[src/verilog/etc8_pkg.sv]
// Constants, register map and types of the 8-bit timer/event counter
package etc8_pkg;
	localparam int ETC8_CNT_W  = 8;
	localparam int ETC8_SEL_W  = 3;
	localparam int ETC8_DIV_W  = 6;
	localparam int ETC8_ADDR_W = 5;
	localparam int ETC8_IRQ_W  = 2;

	localparam logic [ETC8_ADDR_W-1:0] ETC8_ADDR_COUNT   = 5'h00;
	localparam logic [ETC8_ADDR_W-1:0] ETC8_ADDR_COMPARE = 5'h04;
	localparam logic [ETC8_ADDR_W-1:0] ETC8_ADDR_CLKSEL  = 5'h08;
	localparam logic [ETC8_ADDR_W-1:0] ETC8_ADDR_MODE    = 5'h0c;
	localparam logic [ETC8_ADDR_W-1:0] ETC8_ADDR_STATUS  = 5'h10;
	localparam logic [ETC8_ADDR_W-1:0] ETC8_ADDR_MASK    = 5'h14;
	localparam logic [ETC8_ADDR_W-1:0] ETC8_ADDR_PORT    = 5'h18;

	localparam int ETC8_IRQ_MATCH = 0;
	localparam int ETC8_IRQ_OVF   = 1;
	localparam int ETC8_PORT_LATCH = 0;
	localparam int ETC8_PORT_MODE  = 1;

	localparam logic [ETC8_SEL_W-1:0] ETC8_SEL_EVENT  = 3'h0;
	localparam logic [ETC8_SEL_W-1:0] ETC8_CLKSEL_RST = 3'h0;
	localparam logic [ETC8_IRQ_W-1:0] ETC8_IRQ_RST    = 2'h0;
	localparam logic [1:0]            ETC8_PORT_RST   = 2'h2;
	localparam logic [7:0]            ETC8_MODE_WMASK = 8'hcf;

	typedef struct packed {
		logic       count_enable_bit;
		logic       clear_mode_select;
		logic [1:0] rsvd;
		logic       flipflop_set_level;
		logic       flipflop_reset_level;
		logic       pwm_mode_select;
		logic       timer_output_enable;
	} etc8_mode_s;

	localparam etc8_mode_s ETC8_MODE_RST = 8'h00;

	typedef enum logic [1:0] {
		ETC8_CLEAR = 2'b00,
		ETC8_FREE  = 2'b10,
		ETC8_PWM   = 2'b11
	} etc8_op_e;
endpackage : etc8_pkg

[src/verilog/etc8_timer.sv]
// 8-bit timer/event counter channel with Avalon-MM register slave
`timescale 1ns/1ps
module etc8_timer
	import etc8_pkg::*;
#(
	parameter int CNT_W = ETC8_CNT_W
) (
	input  wire logic                   sys_clk,             // System clock, 200 MHz
	input  wire logic                   reset,               // Synchronous reset, active high
	input  wire logic                   ce,                  // Clock enable, freezes all state when low
	input  wire logic [ETC8_ADDR_W-1:0] avs_address,         // Byte address
	input  wire logic                   avs_read,            // Read request
	input  wire logic                   avs_write,           // Write request
	input  wire logic [31:0]            avs_writedata,       // Write data
	input  wire logic [3:0]             avs_byteenable,      // Byte enables, lane 0 used
	output logic      [31:0]            avs_readdata,        // Read data
	output logic                        avs_waitrequest,     // Stall
	output logic                        irq,                 // Level interrupt
	input  wire logic                   pin_in,              // Shared pin level, also event input
	output logic                        pin_out,             // Shared pin drive value
	output logic                        pin_oe_n,            // Low while driving the pin
	output logic                        timer_output_signal  // Timer output before the port
);
	if (CNT_W < 2 || CNT_W > 16) begin : g_chk
		$error("etc8_timer: CNT_W must be 2 to 16");
	end

	logic [CNT_W-1:0]      count_r, count_nxt;
	logic [CNT_W-1:0]      cmp_r, cmp_nxt;
	logic [CNT_W-1:0]      cmp_act_r, cmp_act_nxt;
	logic [ETC8_SEL_W-1:0] clksel_r, clksel_nxt;
	etc8_mode_s            mode_r, mode_nxt;
	logic [ETC8_IRQ_W-1:0] status_r, status_nxt, mask_r, mask_nxt, irq_set, irq_clr;
	logic [1:0]            port_r, port_nxt;
	logic                  ff_r, ff_nxt;
	logic                  ack_r, ack_nxt;
	logic [31:0]           rdata_r, rdata_nxt;
	logic                  pin_r, pin_nxt, tout_r, tout_nxt;
	logic                  tick, wr_fire, match, wrap, running;
	etc8_op_e              op;
	etc8_mode_s            wmode;

	etc8_prescale #(
		.DIV_W    (ETC8_DIV_W)
	) i_etc8_prescale (
		.sys_clk  (sys_clk),
		.reset    (reset),
		.ce       (ce),
		.sel      (clksel_r),
		.event_in (pin_in),
		.tick     (tick)
	);

	// One wait state on every access; write lands at the edge waitrequest is low
	assign avs_waitrequest = (avs_read | avs_write) & ~ack_r;
	assign wr_fire         = avs_write & ack_r & avs_byteenable[0];
	assign wmode           = etc8_mode_s'(avs_writedata[7:0] & ETC8_MODE_WMASK);
	assign running         = mode_r.count_enable_bit;
	assign match           = count_r == cmp_act_r;
	assign wrap            = &count_r;

	always_comb begin
		unique case ({mode_r.clear_mode_select, mode_r.pwm_mode_select})
			2'b10:   op = ETC8_FREE;
			2'b11:   op = ETC8_PWM;
			default: op = ETC8_CLEAR;
		endcase
	end

	always_comb begin
		count_nxt   = count_r;
		cmp_nxt     = cmp_r;
		cmp_act_nxt = cmp_act_r;
		clksel_nxt  = clksel_r;
		mode_nxt    = mode_r;
		mask_nxt    = mask_r;
		port_nxt    = port_r;
		ff_nxt      = ff_r;
		irq_set     = '0;
		irq_clr     = '0;
		ack_nxt     = (avs_read | avs_write) & ~ack_r;
		rdata_nxt   = rdata_r;
		// Outside PWM the compare acts at once; software keeps it steady while running
		if (op != ETC8_PWM || !running) begin
			cmp_act_nxt = cmp_r;
		end
		if (!running) begin
			count_nxt = '0;
		end else if (tick) begin
			count_nxt = count_r + 1'b1;
			unique case (op)
				ETC8_CLEAR: begin
					if (match) begin
						count_nxt              = '0;
						irq_set[ETC8_IRQ_MATCH] = 1'b1;
						if (mode_r.timer_output_enable) begin
							ff_nxt = ~ff_r;
						end
					end
				end
				ETC8_FREE: begin
					if (match) begin
						irq_set[ETC8_IRQ_MATCH] = 1'b1;
						if (mode_r.timer_output_enable) begin
							ff_nxt = ~ff_r;
						end
					end
					irq_set[ETC8_IRQ_OVF] = wrap;
				end
				ETC8_PWM: begin
					// New duty only at period end, hence readback may lead the active value
					if (wrap) begin
						cmp_act_nxt          = cmp_r;
						ff_nxt               = mode_r.timer_output_enable & (cmp_r != '0);
						irq_set[ETC8_IRQ_OVF] = 1'b1;
					end else if (match) begin
						ff_nxt                  = 1'b0;
						irq_set[ETC8_IRQ_MATCH] = 1'b1;
					end
				end
			endcase
		end
		if (wr_fire) begin
			unique case (avs_address)
				ETC8_ADDR_COMPARE: cmp_nxt = avs_writedata[CNT_W-1:0];
				ETC8_ADDR_CLKSEL:  clksel_nxt = avs_writedata[ETC8_SEL_W-1:0];
				ETC8_ADDR_MODE: begin
					mode_nxt = wmode;
					if (!wmode.clear_mode_select || !wmode.pwm_mode_select) begin
						if (wmode.flipflop_set_level && !wmode.flipflop_reset_level) begin
							ff_nxt = 1'b1;
						end else if (wmode.flipflop_reset_level && !wmode.flipflop_set_level) begin
							ff_nxt = 1'b0;
						end
					end
				end
				ETC8_ADDR_STATUS:  irq_clr = avs_writedata[ETC8_IRQ_W-1:0];
				ETC8_ADDR_MASK:    mask_nxt = avs_writedata[ETC8_IRQ_W-1:0];
				ETC8_ADDR_PORT:    port_nxt = avs_writedata[1:0];
				default: ;
			endcase
		end
		// Set wins over a clear in the same cycle
		status_nxt = (status_r & ~irq_clr) | irq_set;
		if (avs_read && !ack_r) begin
			unique case (avs_address)
				ETC8_ADDR_COUNT:   rdata_nxt = {{(32-CNT_W){1'b0}}, count_r};
				ETC8_ADDR_COMPARE: rdata_nxt = {{(32-CNT_W){1'b0}}, cmp_r};
				ETC8_ADDR_CLKSEL:  rdata_nxt = {{(32-ETC8_SEL_W){1'b0}}, clksel_r};
				ETC8_ADDR_MODE:    rdata_nxt = {24'h000000, mode_r};
				ETC8_ADDR_STATUS:  rdata_nxt = {{(32-ETC8_IRQ_W){1'b0}}, status_r};
				ETC8_ADDR_MASK:    rdata_nxt = {{(32-ETC8_IRQ_W){1'b0}}, mask_r};
				ETC8_ADDR_PORT:    rdata_nxt = {30'h0, port_r};
				default:           rdata_nxt = 32'h00000000;
			endcase
		end
		// Port latch can force the pin high whatever the timer does
		tout_nxt = ff_nxt & mode_nxt.timer_output_enable;
		pin_nxt  = port_nxt[ETC8_PORT_LATCH] | tout_nxt;
	end

	always_ff @(posedge sys_clk) begin
		if (reset) begin
			count_r   <= '0;
			cmp_r     <= '0;
			cmp_act_r <= '0;
			clksel_r  <= ETC8_CLKSEL_RST;
			mode_r    <= ETC8_MODE_RST;
			status_r  <= ETC8_IRQ_RST;
			mask_r    <= ETC8_IRQ_RST;
			port_r    <= ETC8_PORT_RST;
			ff_r      <= 1'b0;
			ack_r     <= 1'b0;
			rdata_r   <= 32'h00000000;
			pin_r     <= 1'b0;
			tout_r    <= 1'b0;
		end else if (ce) begin
			count_r   <= count_nxt;
			cmp_r     <= cmp_nxt;
			cmp_act_r <= cmp_act_nxt;
			clksel_r  <= clksel_nxt;
			mode_r    <= mode_nxt;
			status_r  <= status_nxt;
			mask_r    <= mask_nxt;
			port_r    <= port_nxt;
			ff_r      <= ff_nxt;
			ack_r     <= ack_nxt;
			rdata_r   <= rdata_nxt;
			pin_r     <= pin_nxt;
			tout_r    <= tout_nxt;
		end
	end

	assign avs_readdata        = rdata_r;
	assign irq                 = |(status_r & mask_r);
	assign pin_out             = pin_r;
	assign pin_oe_n            = port_r[ETC8_PORT_MODE];
	assign timer_output_signal = tout_r;
endmodule : etc8_timer

[src/verilog/etc8_prescale.sv]
// Count clock selection: free-running divider or edge of the event pin
`timescale 1ns/1ps
module etc8_prescale
	import etc8_pkg::*;
#(
	parameter int DIV_W = ETC8_DIV_W
) (
	input  wire logic                  sys_clk,  // System clock
	input  wire logic                  reset,    // Synchronous reset
	input  wire logic                  ce,       // Clock enable
	input  wire logic [ETC8_SEL_W-1:0] sel,      // Count clock choice
	input  wire logic                  event_in, // External event level
	output logic                       tick      // One-cycle count clock pulse
);
	if (DIV_W < 6) begin : g_chk
		$error("etc8_prescale: DIV_W must be at least 6");
	end

	logic [DIV_W-1:0] div_r;
	logic [DIV_W-1:0] div_nxt;
	logic [DIV_W-1:0] div_mask;
	logic             event_r;
	logic             event_nxt;
	logic             tick_r;
	logic             tick_nxt;

	// Divider runs free, so a start lands anywhere in a count clock period
	always_comb begin
		div_nxt   = div_r + 1'b1;
		event_nxt = event_in;
		for (int i = 0; i < DIV_W; i++) begin
			div_mask[i] = (i < int'(sel) - 1);
		end
		if (sel == ETC8_SEL_EVENT) begin
			tick_nxt = event_in & ~event_r;
		end else begin
			tick_nxt = (div_r & div_mask) == div_mask;
		end
	end

	always_ff @(posedge sys_clk) begin
		if (reset) begin
			div_r   <= '0;
			// Reset high so a pin already high at release is not taken as an edge
			event_r <= 1'b1;
			tick_r  <= 1'b0;
		end else if (ce) begin
			div_r   <= div_nxt;
			event_r <= event_nxt;
			tick_r  <= tick_nxt;
		end
	end

	assign tick = tick_r;
endmodule : etc8_prescale

[config.mk]
export PLATFORM = sky130hd
export DESIGN_NAME = etc8_timer
export DESIGN_NICKNAME = d
export VERILOG_FILES = /design/src/verilog/etc8_pkg.sv /design/src/verilog/etc8_timer.sv /design/src/verilog/etc8_prescale.sv
export SDC_FILE = /design/constraint.sdc
export NUM_CORES = 1
export LEC_CHECK = 0
export ABC_AREA = 1
export BUFFER_PORTS_ARGS = -buffer_cell sky130_fd_sc_hd__buf_2
export CORE_ASPECT_RATIO = 2
export CORE_UTILIZATION = 50
export DETAILED_ROUTE_END_ITERATION = 10
export PLACE_DENSITY = 0.77
export SLEW_MARGIN = 20
export SYNTH_ARGS = -nofsm -noshare
export SYNTH_HDL_FRONTEND = slang
export SYNTH_SLANG_ARGS = --single-unit
[constraint.sdc]
create_clock -name sys_clk -period 3.38 [get_ports sys_clk]
set_clock_uncertainty 0.1 [all_clocks]
set_input_delay 0.169 -clock sys_clk [delete_from_list [all_inputs] [get_ports sys_clk]]
set_output_delay 0.169 -clock sys_clk [all_outputs]
set_load 0.01 [all_outputs]
==> results.md, run 1 <==
- Least-Margin Pin Slew: 0.840 ns
- Die Wd: 57.5 um
- Yosys top cell area share: 38.4%
- Final std cells w/o fill: 528
- Worst R2R End: pin_out$_SDFFE_PP0P_
- Critical path's slowest cell: dfxtp_1
- Count of unique library cells instantiated by Yosys: 37
- Launch point of the worst reg-to-reg path: count_r[0]$_SDFFE_PP0P_
- Growth of design area from synthesis to finish: 13.2%
- Result of the run: finished with violations
- Vias in the first global route: 2758
- Post-Syn Area: 3080 um2
- Drt wl/cell: 14.1 um
- First-pass GRT wire length: 12500 um
- Post-Synthesis Mean Instance Area: 7.19 um2
- Predominant post-synthesis flop cell: dfxtp_1
- Post-synthesis async set-or-reset flop share: 0%
- Switching power summed over all nets: 0.000400 W
- Combinational family with the most area after synthesis: simple AND/OR/NAND/NOR gates
- Number of enable-type register cells in the synthesized netlist: 0
- Most utilized layer in the global route result: met2
- Setup slack of the worst register-to-register path: 1.49 ns
- Portion of total power attributed to the clock network: 54.6%
- Final-report hold violation count: 0
- Total power divided by cell area: 522 nW/um2
- Initial antenna violation count: 0
- Leakage power: 1.42 nW
- Fin area: 3480 um2
- Internal Dissipation: 0.00142 W
- Top cells by area, synth: dfxtp_1, nand2_1, a21oi_1
- Hold bufs inserted after CTS: 0
- Pins over their slew limit: 0
- CP bufs+invs: 0
- Setup violations, final: 0
- Drt drc: 2
- GRT Residual Overflow: 0
- Worst Hold Margin: 0.0198 ns
- Slowest stage delay, CP: 0.44 ns
- Starting density of the core: 51.7%
- Detailed-router iteration count before antenna repair: 7
- Ant diodes: 0
- Clock tree root buffer cell: clkbuf_16
- Global routing usage on met1: 24.8%
- Worst slew slack as a fraction of its limit: 43.9%
- PostCTS Resize Cnt: 0
- Adder-cell area share of the yosys netlist: 2.03%
- Setup Crit Path Kind: flop to flop
- Placed wire-length estimate after detailed placement: 5680 um
- Global router's overall resource usage: 25.9%
- IO Count: 84
- Total length of routed wires: 7430 um
- Total negative setup slack: 0 ns
- Top cells by count, synth: nand2_1, dfxtp_1, a21oi_1, inv_1, nor2_1
- Clock insertion delay at the later pin of the skew report: 0.33 ns
- NumNets Final: 512
- Complex-gate fraction of the synthesized area: 20.3%
- Proportion of synthesized chip area in sequential cells: 38.4%
- Cells along the critical path: ha_1 -> nand2_1 -> nor2_1 -> nand2_2 -> nor2_4 -> nand2_1 -> nand2_1 -> nand2_1 -> nand2_1 -> nand2_1 -> nand2_1 -> nand2_1 -> nand2_1 -> a21oi_1
- Depth of the worst register-to-register path: 14
- Proportion of synthesized area in mux cells: 0%
- Largest net degree at the start of global routing: 34
- Endpoint arrival time on the critical path: 1.98 ns
- Critical path capture point type: flop
- Most repeated library cell on the critical path: nand2_1
- Met3 routing resource usage after global routing: 6.63%
- Class of the tightest hold or removal check: input port to flop
- Synth Warn #: 0
- Cell count after synthesis: 428
- Sequential group share of total power: 39.4%
- Cell Count Post-Placement: 512
- Clock period minus final worst setup slack: 1.89 ns
- Crit share post-route: 55.8%
- Flops & latches, synth: 59
- Gate power share: 6.0%
- Dominant cell type by area after synthesis: dfxtp_1
- Routed via count divided by cell count: 5.42
- Failing checks: DRC
- Floorplan row count: 40
- Iter 0 DRT Violations: 72
- Full die area: 6500 um2
- H-tree levels: 3
- Synth Area in XOR/XNOR: 1.71%
- Beginning of the worst hold path: pin_in
- GP Congestion: 0.934
- Number of clock sinks: 59
- Maximum clock frequency: 530 MHz
- Register clock-pin slew on the reported worst setup and hold paths: 0.05 ns
- Via total after detailed routing: 2863
- Sink of the worst hold path: i_etc8_prescale.event_r$_SDFFE_PP1P_
- Area post-placement: 3160 um2
- Instance count along the most critical hold path: 3
- Category of cells accounting for the largest share of critical-path delay: simple AND/OR/NAND/NOR gates
- Met2 usage: 44.7%
- Clock tree from TritonCTS: done
- Port-buffer cells: 32
- Sort of element at the start of the critical path: flop
- Cts bufs inserted: 9
- Core area: 5960 um2
- Number of setup buffers added after CTS: 0
- Die outline height: 113 um
- Fraction of layout cells with a size suffix above 1: 13.8%
- Maximum VDD drop: 0.525 mV
- Remaining number of nets flagged by the antenna check after routing: 0
- RSZ-0062 raised after global routing: no
- Post-synthesis simple-gate area fraction: 22.9%
- Net Sw Frac: 22.0%
- Maximum clock path buffer count: 2
- Data required time at the worst endpoint: 3.48 ns
- Leading cell type by number of instances after synthesis: nand2_1
- Count of max-cap constraint violations: 0
- Worst-path maximum fanout: 5
## routing by layer
layer  up-vias  share of wire, %
met4         0               8.0
li1       1435                 -
met1      1304                36
met2        90                52
met3        34               3.9
met5         -                 0
## power by group through the flow
stage | Clock (W) | Combinational (W) | Sequential, W
final | 0.000993 | 0.000109 | 0.000716
after global routing | 0.00103 | 0.000124 | 0.000717
after CTS | 0.00100 | 0.000109 | 0.000716
after detailed placement | 0 | 0.000108 | 0.000730
after global placement | 0 | 0.000106 | 0.000730
after floorplan | 0 | 0.0000978 | 0.000728
## stage by stage
step,utilization [%],setup slack (ns),total power (W)
floorplan,-,1.74,0.000826
global placement,53.0,1.50,0.000836
detailed placement,53.0,1.49,0.000838
CTS,58.5,1.50,0.00183
global route,58.5,1.31,0.00188
finish,58.5,1.49,0.00182
## worst register-to-register path, cell delays in order (launching register included)
cell     delay [ns]
dfxtp_1        0.44
ha_1           0.21
nand2_1        0.07
nor2_1         0.15
nand2_2        0.11
nor2_4         0.12
nand2_1        0.08
nand2_1        0.07
nand2_1        0.04
nand2_1        0.05
nand2_1        0.05
nand2_1        0.05
nand2_1        0.07
nand2_1        0.09
a21oi_1        0.07
## worst max-delay path by stage
stage	cells past startpoint	end	slack (ns)	from
2_1_floorplan	14	ff_r$_SDFFE_PP0P_	1.74	count_r[0]$_SDFFE_PP0P_
3_3_place_gp	6	avs_readdata[1]$_SDFFE_PP0P_	1.50	ce
3_5_place_dp	4	count_r[2]$_SDFFE_PP0P_	1.49	reset
4_1_cts	14	pin_out$_SDFFE_PP0P_	1.50	count_r[0]$_SDFFE_PP0P_
5_1_grt	14	timer_output_signal$_SDFFE_PP0P_	1.31	count_r[0]$_SDFFE_PP0P_
6_report	14	pin_out$_SDFFE_PP0P_	1.49	count_r[0]$_SDFFE_PP0P_
## layout by cell type (no fill, tap or decap), types with 9 or more instances in the layout
cell type and instances:
clkbuf_16 9, nor2_1 40, nand3_1 17, o22ai_1 10, o21ai_0 33, buf_2 32, inv_1 51, nand2_1 73
a21oi_1 51, dfxtp_1 59, nor3_1 11, conb_1 24
## cell type report
| type | count | area [um2] |
|---|---|---|
| Multi-Input combinational cell | 304 | 1530 |
| Sequential cell | 59 | 1180 |
| Timing Repair Buffer | 32 | 160 |
| Fill cell | 550 | 2470 |
| Inverter | 54 | 203 |
| Tap cell | 63 | 78.8 |
| Clock buffer | 11 | 253 |
| Clock inverter | 5 | 75.1 |
## flip-flops by register name, summed over array words and instances (netlist names)
register	count
ack_r	1
avs_readdata	8
clksel_r	3
cmp_act_r	8
cmp_r	8
count_r	8
ff_r	1
i_etc8_prescale.div_r	6
i_etc8_prescale.event_r	1
i_etc8_prescale.tick	1
mask_r	2
mode_r	5
pin_out	1
port_r	2
running	1
status_r	2
timer_output_signal	1
## logic make-up after synthesis
group / Yosys count
xor+xnor: 6
buf+inv: 88
simple gates: 157
flops: 59
other cells: 1
fa+ha+maj: 5
compound gates: 112
No activity file was read; power rests on OpenSTA's default activity.
==> run 2: changes to the inputs <==
==> constraint.sdc (replaced) <==
create_clock -name sys_clk -period 1.8 [get_ports sys_clk]
set_clock_uncertainty 0.1 [all_clocks]
set_input_delay 0.09 -clock sys_clk [delete_from_list [all_inputs] [get_ports sys_clk]]
set_output_delay 0.09 -clock sys_clk [all_outputs]
set_load 0.01 [all_outputs]
==> results.md, run 2 (synthesis gave the netlist of run 1 again) <==
- Result of the run: finished with violations
- Failing checks: DRC
- Port-buffer cells: 32
- Via total after detailed routing: 3021
- Count of max-cap constraint violations: 0
- Core area: 5960 um2
- Endpoint arrival time on the critical path: 1.83 ns
- Leakage power: 1.48 nW
- Initial antenna violation count: 0
- CP bufs+invs: 1
- Maximum clock path buffer count: 2
- Drt wl/cell: 14.6 um
- IO Count: 84
- Clock tree from TritonCTS: done
- Iter 0 DRT Violations: 138
- Sort of element at the start of the critical path: flop
- NumNets Final: 529
- Final-report hold violation count: 0
- Critical path capture point type: flop
- GRT Residual Overflow: 0
- H-tree levels: 3
- Clock period minus final worst setup slack: 1.71 ns
- Die Wd: 57.5 um
- Ant diodes: 0
- Crit share post-route: 95.1%
- Detailed-router iteration count before antenna repair: 9
- Total power divided by cell area: 881 nW/um2
- Worst-path maximum fanout: 4
- Growth of design area from synthesis to finish: 18.4%
- Data required time at the worst endpoint: 1.92 ns
- Die outline height: 113 um
- Cts bufs inserted: 9
- First-pass GRT wire length: 12800 um
- Number of clock sinks: 59
- Vias in the first global route: 2892
- Drt drc: 2
- Global router's overall resource usage: 26.3%
- GP Congestion: 0.941
- Highest-count cells in the layout ignoring fill and taps: nand2_1, dfxtp_1, inv_1
- Clock tree root buffer cell: clkbuf_16
- Routed via count divided by cell count: 5.54
- Number of setup buffers added after CTS: 0
- Most repeated library cell on the critical path: nand2_1
- Category of cells accounting for the largest share of critical-path delay: simple AND/OR/NAND/NOR gates
- Maximum clock frequency: 584 MHz
- Clock insertion delay at the later pin of the skew report: 0.33 ns
- Critical path's slowest cell: dfxtp_1
- Largest net degree at the start of global routing: 26
- Total length of routed wires: 7970 um
- Total negative setup slack: 0 ns
- Full die area: 6500 um2
- Maximum VDD drop: 0.706 mV
- Cells along the critical path: nand2_1 -> nor2_4 -> nand2_2 -> nor2_4 -> nand2_2 -> nand2_1 -> nand2_1 -> nand2_1 -> nand2_1 -> nand2_1 -> nand2_2 -> o21ai_1 -> inv_1
- Starting density of the core: 51.7%
- Floorplan row count: 40
- Most common cell after layout, fill and taps aside: nand2_1
- Overall power of the completed layout: 0.00321 W
- Placed wire-length estimate after detailed placement: 5730 um
- Slowest stage delay, CP: 0.43 ns
- Register clock-pin slew on the reported worst setup and hold paths: 0.05 ns
- Pins over their slew limit: 0
- Setup violations, final: 0
- Fraction of layout cells with a size suffix above 1: 17.4%
- Remaining number of nets flagged by the antenna check after routing: 0
- Setup Crit Path Kind: flop to flop
- Class of the tightest hold or removal check: input port to flop
run 2: timing repair:
| action | 4_1_cts | 5_1_grt |
|---|---|---|
| hold endpoints to repair | 9 | 0 |
| hold buffers | 7 | 0 |
| endpoints found under the setup margin | 0 | 12 |
| resized for setup | 0 | 16 |
run 2: where the power goes:
group | total [W] | internal [W] | switching [W]
registers | 0.00134 | 0.00133 | 0.0000164
clock network | 0.00163 | 0.00108 | 0.000554
logic | 0.000239 | 0.0000788 | 0.000160
run 2: layer usage:
layer  vias to the layer above  wire length (um)  global-route usage (%)
met3                        40               306                    5.49
met5                         -                 0                       0
li1                       1475                 -                       -
met1                      1399              2800                    24.6
met2                       107              4280                    46.7
met4                         0               586                    22.1
run 2: worst reg2reg max path, stage by stage, from the launching register on:
cell     delay (ns)
dfxtp_1        0.43
nand2_1        0.13
nor2_4         0.13
nand2_2        0.09
nor2_4         0.15
nand2_2        0.07
nand2_1        0.06
nand2_1        0.05
nand2_1        0.05
nand2_1        0.04
nand2_1        0.06
nand2_2        0.07
o21ai_1        0.13
inv_1          0.05
run 2: final cells by class:
class	instances	area [um2]
fill	538	2310
multi-input combinational	304	1580
timing repair buffer	49	305
clock buffer	15	288
tap	63	78.8
inverter	54	203
clock inverter	1	5.00
sequential	59	1190
run 2: final timing paths:
check        depth (start not counted)  slack [ns]                          from                           end
max                                 13        0.09       count_r[7]$_SDFFE_PP0P_             ff_r$_SDFFE_PP0P_
min                                  3        0.04              avs_writedata[1]        mode_r[1]$_SDFFE_PP0P_
max reg2reg                         13        0.09       count_r[7]$_SDFFE_PP0P_             ff_r$_SDFFE_PP0P_
min reg2reg                          2        0.36  avs_readdata[4]$_SDFFE_PP0P_  avs_readdata[4]$_SDFFE_PP0P_
run 2: through the flow:
step | instance area (um2) | util (%) | setup WS [ns] | instances | hold WS (ns)
floorplan | 3170 | - | 0.161 | 451 | 0.125
global placement | 3230 | 54.3 | 0.105 | 522 | 0.268
detailed placement | 3230 | 54.3 | 0.0617 | 522 | 0.282
CTS | 3590 | 60.4 | 0.0481 | 545 | 0.0303
global route | 3650 | 61.2 | -0.00838 | 545 | 0.0551
finish | 3650 | 61.2 | 0.0889 | 545 | 0.0396
==> run 3: changes to the inputs <==
--- a/config.mk
+++ b/config.mk
@@ -11,6 +11,7 @@
 export CORE_UTILIZATION = 50
 export DETAILED_ROUTE_END_ITERATION = 10
 export PLACE_DENSITY = 0.77
+export RECOVER_POWER = 25
 export SLEW_MARGIN = 20
 export SYNTH_ARGS = -nofsm -noshare
 export SYNTH_HDL_FRONTEND = slang
==> results.md, run 3 (synthesis gave the netlist of run 1 again) <==
- Result of the run: finished with violations
- Failing checks: DRC
- Total power divided by cell area: 885 nW/um2
- Maximum VDD drop: 0.707 mV
- Detailed-router iteration count before antenna repair: 9
- Post-place setup slack: 0.0617 ns
- Total negative setup slack: 0 ns
- Layout filler cell count: 547
- H-tree levels: 3
- Remaining number of nets flagged by the antenna check after routing: 0
- Crit share post-route: 95.0%
- Maximum clock path buffer count: 2
- Port-buffer cells: 32
- Final-report hold violation count: 0
- Drt wl/cell: 14.7 um
- Critical path capture point type: flop
- Full die area: 6500 um2
- Area of the multi-input gates: 1580 um2
- Pins over their slew limit: 0
- Setup violations, final: 0
- Placed wire-length estimate after detailed placement: 5730 um
- Endpoint arrival time on the critical path: 1.83 ns
- NumNets Final: 529
- GRT Residual Overflow: 0
- Clock tree root buffer cell: clkbuf_16
- Core area: 5960 um2
- Depth of the worst register-to-register path: 13
- Clock period minus final worst setup slack: 1.71 ns
- Growth of design area from synthesis to finish: 18.0%
- Final WS setup: 0.0892 ns
- Most common cell after layout, fill and taps aside: nand2_1
- Floorplan row count: 40
- Overall power of the completed layout: 0.00322 W
- Worst Hold Margin: 0.0386 ns
- Count of max-cap constraint violations: 0
- Class of the tightest hold or removal check: input port to flop
- Initial antenna violation count: 0
- Vias in the first global route: 2892
- Category of cells accounting for the largest share of critical-path delay: simple AND/OR/NAND/NOR gates
- Total length of routed wires: 8000 um
- Starting density of the core: 51.7%
- Clock insertion delay at the later pin of the skew report: 0.33 ns
- Highest-count cells in the layout ignoring fill and taps: nand2_1, dfxtp_1, inv_1
- Setup Crit Path Kind: flop to flop
- Data required time at the worst endpoint: 1.92 ns
- Slowest stage delay, CP: 0.43 ns
- Drt drc: 2
- Via total after detailed routing: 3012
- Fraction of layout cells with a size suffix above 1: 15.1%
- Most repeated library cell on the critical path: nand2_1
- Instance count along the most critical hold path: 3
- Cts bufs inserted: 9
- Sequential cell area: 1190 um2
- First-pass GRT wire length: 12800 um
- Number of cells on the critical path: 13
- Die outline height: 113 um
- Clock tree from TritonCTS: done
- Cells along the critical path: nand2_1 -> nor2_4 -> nand2_2 -> nor2_4 -> nand2_2 -> nand2_1 -> nand2_1 -> nand2_1 -> nand2_1 -> nand2_1 -> nand2_2 -> o21ai_1 -> inv_1
- Maximum clock frequency: 585 MHz
- Register clock-pin slew on the reported worst setup and hold paths: 0.05 ns
- Leakage power: 1.44 nW
- Number of clock sinks: 59
- Critical path's slowest cell: dfxtp_1
- Worst-path maximum fanout: 4
- Sort of element at the start of the critical path: flop
- Die Wd: 57.5 um
- Iter 0 DRT Violations: 133
- Global router's overall resource usage: 26.3%
- IO Count: 84
- Largest net degree at the start of global routing: 26
- Number of setup buffers added after CTS: 0
- CP bufs+invs: 1
- GP Congestion: 0.941
- Ant diodes: 0
- Routed via count divided by cell count: 5.53
[run 3: cell count changes in the layout (fill, tap and decap cells not counted)]
cell | previous run | this run
buf_2 | 32 | 21
clkbuf_1 | 2 | 13
[run 3: worst reg2reg max path: cells and delay by family, from the launching register on]
family / cells / cell delay, ns
simple gates: 11 / 0.90
flops: 1 / 0.43
buf+inv: 1 / 0.05
compound gates: 1 / 0.13
[run 3: through the flow]
stage               utilization (%)  cell area [um2]  instances
finish                         61.0             3630        545
global route                   61.0             3630        545
CTS                            60.4             3590        545
detailed placement             54.3             3230        522
global placement               54.3             3230        522
floorplan                         -             3170        451
[run 3: routing by layer]
layer  GRT usage, %  share of wire [%]  wire (um)
met2           46.7                 54       4280
met1           24.6                 35       2810
met3           5.49                4.0        320
met4           22.1                7.3        586
met5              0                  0          0
[run 3: area by class of cell]
class,count,share of cell area (%)
clock inverters,1,0.138
well taps,63,2.17
multi-input cells,304,43.5
clock buffers,15,7.92
inverters,54,5.58
flip-flops and latches,59,32.6
repair buffers,49,8.02
[run 3: worst paths after layout]
kind	start	end	slack [ns]
setup / recovery	count_r[7]$_SDFFE_PP0P_	ff_r$_SDFFE_PP0P_	0.09
hold / removal	avs_writedata[1]	mode_r[1]$_SDFFE_PP0P_	0.04
setup reg to reg	count_r[7]$_SDFFE_PP0P_	ff_r$_SDFFE_PP0P_	0.09
hold reg to reg	mode_r[3]$_SDFFE_PP0P_	mode_r[3]$_SDFFE_PP0P_	0.36
[run 3: power by group]
group | internal, W | leakage (nW) | switching [W]
clock | 0.00108 | 0.146 | 0.000554
sequential | 0.00133 | 0.479 | 0.0000164
combinational | 0.0000788 | 0.810 | 0.000160
[run 3: timing repair]
item	in CTS	in global routing
endpoints found under the hold margin	9	0
hold buffers	7	0
setup endpoints to repair	0	12
resized for setup	0	16
